`config.mk`:
```
export PLATFORM = sky130hd
export DESIGN_NAME = hbp_host_port
export DESIGN_NICKNAME = d
export VERILOG_FILES = /design/src/hbp_pkg.sv /design/src/hbp_host_port.sv
export VERILOG_INCLUDE_DIRS = /design/src
export SDC_FILE = /design/constraint.sdc
export NUM_CORES = 1
export LEC_CHECK = 0
export BUFFER_PORTS_ARGS = -buffer_cell sky130_fd_sc_hd__buf_2
export CORE_ASPECT_RATIO = 0.6
export CORE_MARGIN = 2
export CORE_UTILIZATION = 45
export CTS_CLUSTER_DIAMETER = 100
export DETAILED_ROUTE_END_ITERATION = 8
export PLACE_DENSITY = 0.73
export SLEW_MARGIN = 30
export SYNTH_ARGS = -nofsm -noshare
export SYNTH_HDL_FRONTEND = slang
export SYNTH_SLANG_ARGS = --single-unit
export TNS_END_PERCENT = 50
```
`constraint.sdc`:
```
create_clock -name clock_i -period 1.95 [get_ports clock_i]
set_clock_uncertainty 0.1 [all_clocks]
set_input_delay 0.195 -clock clock_i [delete_from_list [all_inputs] [get_ports clock_i]]
set_output_delay 0.195 -clock clock_i [all_outputs]
set_load 0.005 [all_outputs]
```
`src/hbp_cfg.svh`:
```
/*
 * Constants of the 8-bit host byte port: register offsets, control bit positions,
 * select codes, reset values and timing counts.
 * Assumes inclusion by bare name from the bench and the port module.
 */
`ifndef HBP_CFG_SVH
`define HBP_CFG_SVH

// Core address of the shared control register.
`define HBP_CTRL_ADDR      16'h002c
// Control register bit positions.
`define HBP_BIT_BOB        0
`define HBP_BIT_CORE_IRQ   2
`define HBP_BIT_HOST_IRQ   3
// Control register reset value.
`define HBP_CTRL_RESET     16'h0000
// Register-select codes.
`define HBP_SEL_CTRL       2'h0
`define HBP_SEL_DATA_INC   2'h1
`define HBP_SEL_ADDR       2'h2
`define HBP_SEL_DATA       2'h3
// Wait count loaded when a strobe is taken; ready stays low for this count plus one cycle.
`define HBP_WAIT_CYCLES    4'h3

`endif

```
`src/hbp_pkg.sv`:
```
/*
 * Types shared by the 8-bit host byte port.
 * Assumes hbp_cfg.svh is on the include path.
 */
package hbp_pkg;
	// Host pin group after synchronisation.
	typedef struct packed {
		logic       chip_select_n;
		logic       strobe_a_n;
		logic       strobe_b_n;
		logic       addr_strobe_n;
		logic       read_write;
		logic       byte_ident;
		logic [1:0] reg_select;
	} hbp_pins_t;

	// One internal RAM request from the port.
	typedef struct packed {
		logic        valid;
		logic        write;
		logic [15:0] addr;
		logic [15:0] data;
	} hbp_ram_req_t;

	// Port sequencer states, Gray coded along the path.
	typedef enum logic [1:0] {
		HBP_IDLE   = 2'b00,
		HBP_ACTIVE = 2'b01,
		HBP_RAM    = 2'b11,
		HBP_DONE   = 2'b10
	} hbp_state_t;
endpackage : hbp_pkg
```
`src/hbp_host_port.sv`:
```
/*
 * Host byte port: 8-bit slave through which an external host reads and writes
 * the on-chip RAM via an address pointer and data window, plus the shared control
 * register. Assumes the RAM answers ram_rdata_i one cycle after a granted read,
 * and that host pins are asynchronous to clock_i.
 */
// Summary of operation
// - 8-bit two-way bus; each 16-bit word moves as two bytes by byte ident.
// - Address pointer and data window are reachable by the host only.
// - Control register is shared; core reaches it at address 002Ch.
// - Successive host bytes are merged into 16-bit words automatically.
// - Window writes launch the RAM access by themselves on completion; window reads fetch at the first byte.
// - Host and core both reach all RAM at all times, no host-only mode.
// - Host pins are resynchronised to the core clock before arbitration.
// - The port ignores host accesses while reset is held.
// - On a same-address clash the host wins; core stalls one cycle.
// - Two select inputs choose control, pointer, or window with/without increment.
// - A control bit decides whether first or second byte is the high byte.
// - Window accesses with increment advance the pointer after each word.
// - Host writing the core request bit interrupts the core.
// - Core writing the host request bit raises the host interrupt output.
// - Host writing the host request bit clears the host interrupt output unless a core control write lands in the same cycle.
// - The address pointer holds the RAM location of the current access.
// - The window returns RAM contents on reads, carries data on writes.
// - Ready is low while the port still completes its internal access.
// - The data bus floats from the third cycle on that both data strobes or chip select are high.
`include "hbp_cfg.svh"

module hbp_host_port #(
	parameter int ADDR_W = 16
) (
	// Clock and reset.
	input  wire logic              clock_i,
	input  wire logic              rst_i,
	// Host pins.
	input  wire logic              host_chip_select_n_i,
	input  wire logic              data_strobe_a_n_i,
	input  wire logic              data_strobe_b_n_i,
	input  wire logic              addr_strobe_n_i,
	input  wire logic              host_read_write_i,
	input  wire logic              byte_ident_in_i,
	input  wire logic              reg_select_lo_i,
	input  wire logic              reg_select_hi_i,
	input  wire logic [7:0]        host_byte_bus_i,
	output logic      [7:0]        host_byte_bus_o,
	output logic                   host_byte_bus_oe_o,
	output logic                   host_ready_out_o,
	output logic                   host_irq_out_o,
	// Core register access.
	input  wire logic              core_reg_wr_i,
	input  wire logic [15:0]       core_reg_addr_i,
	input  wire logic [15:0]       core_reg_wdata_i,
	output logic      [15:0]       core_reg_rdata_o,
	output logic                   core_irq_request_o,
	// Core RAM cycle seen for arbitration.
	input  wire logic              core_ram_valid_i,
	input  wire logic [ADDR_W-1:0] core_ram_addr_i,
	output logic                   core_stall_o,
	// RAM port of the host side.
	output logic                   ram_valid_o,
	output logic                   ram_write_o,
	output logic      [ADDR_W-1:0] ram_addr_o,
	output logic      [15:0]       ram_wdata_o,
	input  wire logic [15:0]       ram_rdata_i
);
	initial begin
		if (ADDR_W < 1 || ADDR_W > 16) $error("ADDR_W must be 1 to 16");
	end

	// Two-stage synchronisers for every host pin.
	hbp_pkg::hbp_pins_t raw_w, s1_q, s2_q, s3_q;
	logic [7:0] bus1_q, bus2_q;
	assign raw_w = '{host_chip_select_n_i, data_strobe_a_n_i, data_strobe_b_n_i, addr_strobe_n_i,
			host_read_write_i, byte_ident_in_i, {reg_select_hi_i, reg_select_lo_i}};
	always_ff @(posedge clock_i) begin
		s1_q   <= raw_w;
		s2_q   <= s1_q;
		s3_q   <= s2_q;
		bus1_q <= host_byte_bus_i;
		bus2_q <= bus1_q;
	end

	// Strobe decode: active when chip select and the combined data strobe are low.
	function automatic logic active_of(input hbp_pkg::hbp_pins_t p);
		active_of = !p.chip_select_n && (p.strobe_a_n ^ p.strobe_b_n ? 1'b1 : !p.strobe_a_n);
	endfunction
	wire active_now_w  = active_of(s2_q);
	wire active_prev_w = active_of(s3_q);
	wire start_w       = active_now_w && !active_prev_w;
	wire end_w         = !active_now_w && active_prev_w;
	wire as_fall_w     = !s2_q.addr_strobe_n && s3_q.addr_strobe_n;

	// Registers and latched controls.
	logic [15:0]       ctrl_q;
	logic [ADDR_W-1:0] ptr_q;
	logic [15:0]       wlatch_q, rlatch_q;
	logic [7:0]        first_q;
	logic              lat_rw_q, lat_bi_q, as_used_q;
	logic [1:0]        lat_sel_q;
	logic [3:0]        wait_q;
	logic              ram_pend_q, ram_wr_q, rd_fill_q, inc_after_q;
	hbp_pkg::hbp_state_t state_q;

	// Address strobe wins when used; otherwise controls latch at the first data strobe fall.
	wire       use_rw_w  = (as_used_q || as_fall_w) ? (as_fall_w ? s2_q.read_write : lat_rw_q) : s2_q.read_write;
	wire       use_bi_w  = (as_used_q || as_fall_w) ? (as_fall_w ? s2_q.byte_ident : lat_bi_q) : s2_q.byte_ident;
	wire [1:0] use_sel_w = (as_used_q || as_fall_w) ? (as_fall_w ? s2_q.reg_select : lat_sel_q) : s2_q.reg_select;
	always_ff @(posedge clock_i) begin
		if (rst_i) begin
			lat_rw_q  <= 1'b1;
			lat_bi_q  <= 1'b0;
			lat_sel_q <= 2'h0;
			as_used_q <= 1'b0;
		end else if (as_fall_w || start_w) begin
			lat_rw_q  <= use_rw_w;
			lat_bi_q  <= use_bi_w;
			lat_sel_q <= use_sel_w;
			as_used_q <= as_fall_w && !start_w;
		end else if (end_w) begin
			as_used_q <= 1'b0;
		end
	end

	// Access decode on the latched select.
	wire is_data_w   = lat_sel_q == `HBP_SEL_DATA || lat_sel_q == `HBP_SEL_DATA_INC;
	wire is_inc_w    = lat_sel_q == `HBP_SEL_DATA_INC;
	wire bob_w       = ctrl_q[`HBP_BIT_BOB];
	wire host_wr_w   = end_w && !lat_rw_q;
	wire second_w    = lat_bi_q;
	wire [15:0] word_w = bob_w ? {first_q, bus2_q} : {bus2_q, first_q};
	wire core_ctrl_w = core_reg_wr_i && core_reg_addr_i == `HBP_CTRL_ADDR;
	// A window read must decode the controls being taken now, not those of the last access.
	wire fetch_sel_w = use_sel_w == `HBP_SEL_DATA || use_sel_w == `HBP_SEL_DATA_INC;
	wire rd_fetch_w  = start_w && fetch_sel_w && use_rw_w && !use_bi_w;

	// Host-side registers: byte merge, pointer, window and control.
	always_ff @(posedge clock_i) begin
		if (rst_i) begin
			ctrl_q      <= `HBP_CTRL_RESET;
			ptr_q       <= '0;
			wlatch_q    <= 16'h0000;
			first_q     <= 8'h00;
			ram_pend_q  <= 1'b0;
			ram_wr_q    <= 1'b0;
			inc_after_q <= 1'b0;
		end else begin
			ram_pend_q <= 1'b0;
			if (host_wr_w && !second_w)
				first_q <= bus2_q;
			if (host_wr_w && second_w) begin
				unique case (lat_sel_q)
					`HBP_SEL_ADDR: ptr_q <= word_w[ADDR_W-1:0];
					`HBP_SEL_CTRL: begin
						ctrl_q[`HBP_BIT_BOB]      <= word_w[`HBP_BIT_BOB];
						ctrl_q[`HBP_BIT_CORE_IRQ] <= ctrl_q[`HBP_BIT_CORE_IRQ] | word_w[`HBP_BIT_CORE_IRQ];
						if (word_w[`HBP_BIT_HOST_IRQ] && !core_ctrl_w)
							ctrl_q[`HBP_BIT_HOST_IRQ] <= 1'b0;
					end
					default: begin
						wlatch_q   <= word_w;
						ram_pend_q <= 1'b1;
						ram_wr_q   <= 1'b1;
					end
				endcase
			end
			// Host reads of the window fetch at the first byte of each word.
			if (rd_fetch_w) begin
				ram_pend_q <= 1'b1;
				ram_wr_q   <= 1'b0;
			end
			if (end_w && is_data_w && second_w)
				inc_after_q <= is_inc_w;
			if (inc_after_q) begin
				ptr_q       <= ptr_q + 1'b1;
				inc_after_q <= 1'b0;
			end
			if (core_ctrl_w) begin
				ctrl_q[`HBP_BIT_BOB]      <= core_reg_wdata_i[`HBP_BIT_BOB];
				ctrl_q[`HBP_BIT_HOST_IRQ] <= ctrl_q[`HBP_BIT_HOST_IRQ] | core_reg_wdata_i[`HBP_BIT_HOST_IRQ];
				if (core_reg_wdata_i[`HBP_BIT_CORE_IRQ] && !(host_wr_w && second_w && lat_sel_q == `HBP_SEL_CTRL))
					ctrl_q[`HBP_BIT_CORE_IRQ] <= 1'b0;
			end
		end
	end

	// RAM cycle: granted at once, so host wins clashes and the core stalls one cycle.
	assign ram_valid_o  = ram_pend_q;
	assign ram_write_o  = ram_wr_q;
	assign ram_addr_o   = ptr_q;
	assign ram_wdata_o  = wlatch_q;
	assign core_stall_o = ram_pend_q && core_ram_valid_i && core_ram_addr_i == ptr_q;

	// Read data capture and ready timing.
	always_ff @(posedge clock_i) begin
		if (rst_i) begin
			rd_fill_q <= 1'b0;
			rlatch_q  <= 16'h0000;
			wait_q    <= 4'h0;
			state_q   <= hbp_pkg::HBP_IDLE;
		end else begin
			rd_fill_q <= ram_pend_q && !ram_wr_q;
			if (rd_fill_q)
				rlatch_q <= ram_rdata_i;
			unique case (state_q)
				hbp_pkg::HBP_IDLE: if (start_w) begin
					state_q <= hbp_pkg::HBP_ACTIVE;
					wait_q  <= `HBP_WAIT_CYCLES;
				end
				hbp_pkg::HBP_ACTIVE: begin
					if (wait_q != 4'h0)
						wait_q <= wait_q - 4'h1;
					else
						state_q <= hbp_pkg::HBP_RAM;
					if (end_w)
						state_q <= hbp_pkg::HBP_DONE;
				end
				hbp_pkg::HBP_RAM:  if (end_w) state_q <= hbp_pkg::HBP_DONE;
				hbp_pkg::HBP_DONE: if (!ram_pend_q && !rd_fill_q) state_q <= hbp_pkg::HBP_IDLE;
			endcase
		end
	end
	assign host_ready_out_o = !rst_i && !(state_q == hbp_pkg::HBP_ACTIVE || ram_pend_q || rd_fill_q);

	// Byte steering for host reads.
	wire [15:0] rd_word_w = (lat_sel_q == `HBP_SEL_CTRL) ? ctrl_q :
			(lat_sel_q == `HBP_SEL_ADDR) ? 16'(ptr_q) : rlatch_q;
	wire high_pick_w = bob_w ^ lat_bi_q;
	always_ff @(posedge clock_i) begin
		if (rst_i)
			host_byte_bus_o <= 8'h00;
		else
			host_byte_bus_o <= high_pick_w ? rd_word_w[15:8] : rd_word_w[7:0];
	end
	// Drive only while selected and strobed, never in reset.
	assign host_byte_bus_oe_o = !rst_i && active_now_w && active_prev_w && lat_rw_q;

	// Core side outputs.
	assign core_reg_rdata_o   = ctrl_q;
	assign core_irq_request_o = ctrl_q[`HBP_BIT_CORE_IRQ];
	assign host_irq_out_o     = ctrl_q[`HBP_BIT_HOST_IRQ];
endmodule : hbp_host_port

```
# ---- Yosys cells after proc, flatten, opt, wreduce, memory -nomap -nowiden
# Cells that the tools add are included.
dict set report word_totals {
  input_bits 84
  out_inout_bits 63
  wordCells 168
  ff_bits 118
}
dict set report op_classes {
  reduce_logical 69
  n_eq_ne 15
  n_mux 37
  addsub 2
  bitwise_logic 7
}
# op n
set op_table {}
lappend op_table {{$mux W16} 6}
lappend op_table {{$logic_and A1 B1 Y1} 26}
lappend op_table {{$mux W2} 10}
lappend op_table {{$logic_not A1 Y1} 18}
lappend op_table {{$add A16 B1 Y16 const B} 1}
lappend op_table {{$eq A16 B16 Y1} 1}
lappend op_table {{$eq A16 B6 Y1 const B} 1}
lappend op_table {{$mux W1} 16}
lappend op_table {{$reduce_bool A2 Y1} 7}
lappend op_table {{$eq A2 B2 Y1 const B} 5}
lappend op_table {{$mux W4} 2}
lappend op_table {{$mux W8} 1}
lappend op_table {{$ne A2 B2 Y1 const B} 4}
lappend op_table {{$pmux W2 S4} 1}
lappend op_table {{$pmux W4 S2} 1}
lappend op_table {{$eq A2 B1 Y1 const B} 3}
lappend op_table {{$logic_or A1 B1 Y1} 6}
lappend op_table {{$reduce_and A2 Y1} 3}
lappend op_table {{$reduce_and A3 Y1} 2}
lappend op_table {{$logic_not A2 Y1} 2}
lappend op_table {{$reduce_and A4 Y1} 1}
lappend op_table {{$reduce_bool A4 Y1} 1}
lappend op_table {{$reduce_or A2 Y1} 2}
lappend op_table {{$sub A4 B1 Y4 const B} 1}
lappend op_table {{other kinds (5)} 9}

# ---- Depth between registers and ports, before layout
dict set report depth {
  depth_word 12
  depth_mapped 7
  mapped_depth_nobuf 7
}

# ---- Worst setup path before layout
# No wires, ideal clock.
dict set report synth_path {
  path_kind {flip-flop to flip-flop}
  from {register ptr_q[0] (netlist: ram_addr_o[0])}
  to {register ptr_q[15] (netlist: ram_addr_o[15])}
  setup_slack_ns 0.208
  setup_time_ns 0.130
  required_ns 1.720
  path_buffers 1
  t_arrival_ns 1.512
  period_less_slack_ns 1.742
  path_stages_with_launch 7
  cell_sequence {dfxtp_1 clkbuf_2 nand4_2 or4_4 o21a_1 o21ai_1 a21oi_1}
}
dict set report synth_between {
  elab_chain_len 2
}
# element line_no
set synth_rtl {}
lappend synth_rtl {{from (decl)} hbp_host_port.sv:95} ;# logic [ADDR_W-1:0] ptr_q;
lappend synth_rtl {{from (signal assigned)} hbp_host_port.sv:152} ;# `HBP_SEL_ADDR: ptr_q <= word_w[ADDR_W-1:0];
lappend synth_rtl {{from (signal assigned)} hbp_host_port.sv:174} ;# ptr_q <= ptr_q + 1'b1;
lappend synth_rtl {{$add A16 B1 Y16} hbp_host_port.sv:174}
lappend synth_rtl {{$mux W16} hbp_host_port.sv:173} ;# if (inc_after_q) begin
# No other way between the ends.
# A chain may end at the register's enable or synchronous reset.

# ---- Worst setup path after layout
dict set report layout_path {
  from {register ptr_q[0] (netlist: ram_addr_o[0])}
  to {output port core_stall_o}
}
dict set report layout_between {
  elab_chain_len 2
}
# element line_no
set layout_rtl {}
lappend layout_rtl {{$eq A16 B16 Y1} hbp_host_port.sv:191} ;# assign core_stall_o = ram_pend_q && core_ram_valid_i && core_ram_addr_i == ptr_q;
lappend layout_rtl {{$logic_and A1 B1 Y1} hbp_host_port.sv:191}
lappend layout_rtl {{to (decl)} hbp_host_port.sv:58} ;# output logic core_stall_o,
# No other way between the ends.

==> summary.md <==
| Metric | Value |
|---|---|
| H-tree levels | 4 |
| Flops & latches, synth | 118 |
| Ant. Diodes | 0 |
| Die X | 141 um |
| All-Layer GR Usage | 24.2% |
| CP peak stage delay | 0.54 ns |
| Clk_lat worst skew | 0.41 ns |
| Post-Synth XOR/XNOR Area | 3.48% |
| Largest net degree at the start of global routing | 43 |
| Compound-Gate Fraction of Synth Area | 13.5% |
| Final Hold Violating Endpoints | 0 |
| Via/cell ratio | 5.42 |
| GPL Wtd Cong | 0.917 |
| Die H | 86.0 um |
| Synth area leader | dfxtp_1 |
| Post-synthesis mux area share | 10.5% |
| Routed wire length | 14300 um |
| Tmin final | 2.14 ns |
| Yosys cell types | 67 |
| MaxCap Viol Count | 0 |
| Sw Ratio | 25.2% |
| CTS clock-pin slew for the worst setup and hold paths | 0.06 ns |
| Vias in the first global route | 4490 |
| CORE AREA | 10700 um^2 |
| CP Cell Sequence | xnor2_2, nand4_1, or4_4, nor4_2, buf_2 |
| Place WS | 0.0516 ns |
| Failing checks | negative setup slack |
| Clock network fraction of total power | 51.0% |
| R2r setup slk | 0.06 ns |
| Area share of the largest cell type after synthesis | 46.9% |
| Worst vdd ir | 0.582 mV |
| Flop pwr share | 42.0% |
| CTS tree | built |
| Hold path depth | 4 |
| Ys async rst share | 0% |
| Slowest-stage cell, CP | or4_4 |
| Tcrit/Tclk final | 110% |
| Fin. max-slew vios | 0 |
| Register area share after synthesis | 46.9% |
| Die ar. | 12100 um^2 |
| Critical Path RT | 1.65 ns |
| Hold path endpoint | core_reg_rdata_o[2] |
| Worst-margin pin slew | 0.650 ns |
| Cell Area, Synth | 5040 um^2 |
| First DRT Iteration DRCs | 517 |
| Leakage power | 2.97 nW |
| Setup CP Type | register to output port |
| Worst slew margin | 56.5% |
| Simple-Gate Fraction of Synth Area | 17.8% |
| RSZ-0062 raised after global routing | yes |
| Pint | 0.00449 W |
| GRT Residual Overflow | 0 |
| Hold WS | 0.0510 ns |
| Area of the multi-input gates | 2460 um^2 |
| CP Launch Type | register |
| WP data arrival | 1.84 ns |
| Sequential cell area | 2410 um^2 |
| Combinational share of power | 7.0% |
| EDFF count, synth | 0 |
| DR vias | 4653 |
| Pwr/cell area | 865 nW/um^2 |
| R2R Path Start | ram_addr_o[1] |
| YS warnings | 0 |
| Min-Delay Path Class | input pin to register |
| # setup viols final | 1 |
| # IOs | 147 |
| Ys flop type | dfxtp_1 |
| Wirelength per Cell | 16.6 um |
| DRT Pass-1 Iters | 5 |
| CP max FO | 2 |
| Num rows | 29 |
| Nets | 792 |
| Combinational family with the most area after synthesis | simple AND/OR/NAND/NOR gates |
| Worst Reg-to-Reg Cells | 7 |
| CP Capture Type | output port |
| Status | finished, violations left |
| Antenna viol nets, final | 0 |
| First-pass GRT wire length | 22500 um |
| Clock sinks | 118 |
| Root buf cell | clkbuf_16 |
| DP Wirelength | 9880 um |
| Area growth syn-to-layout | 37.8% |
| P_sw | 0.00151 W |
| Setup TNS | -0.185 ns |
| Share of layout cells above drive strength 1 | 33.5% |
| Cells after Synth | 531 |
| Initial antenna violation count | 0 |
| Area contributors post-synth | dfxtp_1 (47%), mux2i_1 (9.3%), nor2_1 (5.4%) |
| Final WS setup | -0.185 ns |
| Starting Density | 46.9% |
| Post-synthesis adder-cell area fraction | 0.497% |
| Peak Freq | 0.468 GHz |
| Fill cells | 872 |
| Worst hold start | core_reg_wdata_i[2] |
| Port bufs | 120 |
| DRC errors left | 0 |
| Synth Area per Inst | 9.49 um^2 |
| CTS Buffer Depth | 2 |
| CTS buffer count | 17 |
| RR Endpoint | ram_addr_o[12] |
==> power groups by stage <==
stage / Sequential, W / Combinational (W) / Clock [W]
2_1_floorplan: 0.00257 / 0.000236 / 0
3_3_place_gp: 0.00258 / 0.000333 / 0
3_5_place_dp: 0.00259 / 0.000345 / 0
4_1_cts: 0.00252 / 0.000412 / 0.00310
5_1_grt: 0.00253 / 0.000461 / 0.00321
6_report: 0.00252 / 0.000420 / 0.00306
==> repair_timing <==
action / in CTS / in global routing
setup endpoints to repair: 1 / 4
buffers inserted: 9 / 0
hold buffers: 35 / 0
gates resized for setup: 33 / 8
hold endpoints to repair: 39 / 0
pin swaps: 10 / 7
==> worst max-delay path: cells and delay by family (launching register included) <==
| family | cells | cell delay (ns) |
|---|---|---|
| buffers and inverters | 1 | 0.15 |
| and+or+nand+nor | 3 | 0.79 |
| DFF | 1 | 0.37 |
| xor gates and xnor gates | 1 | 0.13 |
==> registers in the layout, indices dropped and copies added, names as in the netlist <==
signal and count:
wait_q 4, host_byte_bus_o 8, rd_fill_q 1, first_q 8
ram_wdata_o 16, ram_write_o 1, lat_bi_q 1, as_used_q 1
bus1_q 8, ram_valid_o 1, s1_q 8, rlatch_q 16
s2_q 8, bus2_q 8, state_q 2, ram_addr_o 16
lat_rw_q 1, core_reg_rdata_o 3, inc_after_q 1, s3_q 4
lat_sel_q 2
==> synth_stat cells, types with 2 or more instances <==
cell	number
dfxtp_1	118
nor2_1	72
mux2i_1	47
nand2_1	39
a211oi_1	24
a21oi_1	24
buf_4	22
xnor2_1	17
o21ai_0	14
buf_2	11
nand3_1	11
clkbuf_1	10
inv_1	8
o211ai_1	8
nor3_1	7
nand4_1	6
a21o_1	4
a31oi_1	4
mux2_2	4
nor4_1	4
or3_1	4
or4_1	4
and3_1	3
buf_1	3
nand2b_1	3
nor2b_1	3
nor3b_1	3
o22a_1	3
xor2_1	3
a221oi_1	2
and4_1	2
buf_6	2
ha_1	2
nand4_2	2
nor4b_1	2
nor4bb_1	2
o211a_1	2
o31ai_1	2
o32a_1	2
==> layout make-up <==
| type | instances | area share (%) |
|---|---|---|
| Clock inverter | 15 | 2.29 |
| Tap cell | 139 | 2.51 |
| Timing Repair Buffer | 196 | 18.5 |
| Clock buffer | 17 | 6.13 |
| Sequential cell | 118 | 34.7 |
| Multi-Input combinational cell | 365 | 35.5 |
| Inverter | 8 | 0.433 |
==> cell usage in the layout (no fill, tap or decap), types with 4 or more instances in the layout <==
| master | synthesis | final |
|---|---|---|
| clkbuf_16 | 0 | 17 |
| a211oi_1 | 24 | 24 |
| a21oi_1 | 24 | 24 |
| inv_8 | 0 | 4 |
| o211ai_1 | 8 | 8 |
| dfxtp_1 | 118 | 105 |
| nor3_1 | 7 | 7 |
| conb_1 | 1 | 13 |
| a21o_1 | 4 | 4 |
| a31oi_1 | 4 | 4 |
| mux2_2 | 4 | 4 |
| dlygate4sd3_1 | 0 | 35 |
| dfxtp_4 | 0 | 12 |
| nand4_1 | 6 | 6 |
| inv_1 | 8 | 8 |
| o21ai_0 | 14 | 14 |
| buf_4 | 22 | 39 |
| nor2_1 | 72 | 72 |
| nand2_1 | 39 | 38 |
| xnor2_2 | 0 | 11 |
| buf_2 | 11 | 120 |
| nand3_1 | 11 | 11 |
| inv_6 | 0 | 6 |
| xnor2_1 | 17 | 6 |
| mux2i_1 | 47 | 47 |
==> cell families (layout without fill, tap and decap cells) <==
family / count (synthesis) / after routing
compound gates: 100 / 100
fa+ha+maj: 2 / 2
simple gates: 178 / 178
mux: 52 / 52
other cells: 1 / 13
buf+inv: 60 / 236
xor+xnor: 20 / 20
flops: 118 / 118
==> how the worst max path moves through the flow <==
stage | startpoint | end | slack (ns) | cells past startpoint
2_1_floorplan | ram_addr_o[0] | ram_addr_o[15] | 0.21 | 6
3_3_place_gp | ram_addr_o[3] | core_stall_o | 0.1 | 5
3_5_place_dp | ram_addr_o[1] | ram_addr_o[12] | 0.05 | 6
4_1_cts | ram_addr_o[13] | core_stall_o | -0.27 | 5
5_1_grt | ram_addr_o[0] | core_stall_o | -0.24 | 5
6_report | ram_addr_o[0] | core_stall_o | -0.19 | 5
==> stage by stage <==
stage	power, W	instance area [um^2]	util (%)	std cells
after global routing	0.00620	6940	64.6	858
after floorplan	0.00281	5080	-	543
after global placement	0.00292	5790	53.9	782
after CTS	0.00603	6900	64.3	858
after detailed placement	0.00293	5790	53.9	782
final	0.00600	6940	64.6	858
==> layer usage <==
| layer | track usage, % | vias to the layer above | wire length (um) |
|---|---|---|---|
| li1 | - | 2206 | - |
| met1 | 31.8 | 2196 | 6390 |
| met2 | 38.0 | 221 | 6300 |
| met3 | 7.54 | 30 | 1280 |
| met4 | 8.64 | 0 | 288 |
| met5 | 0 | - | 0 |
Note: power is estimated with default switching activity, not from simulation.
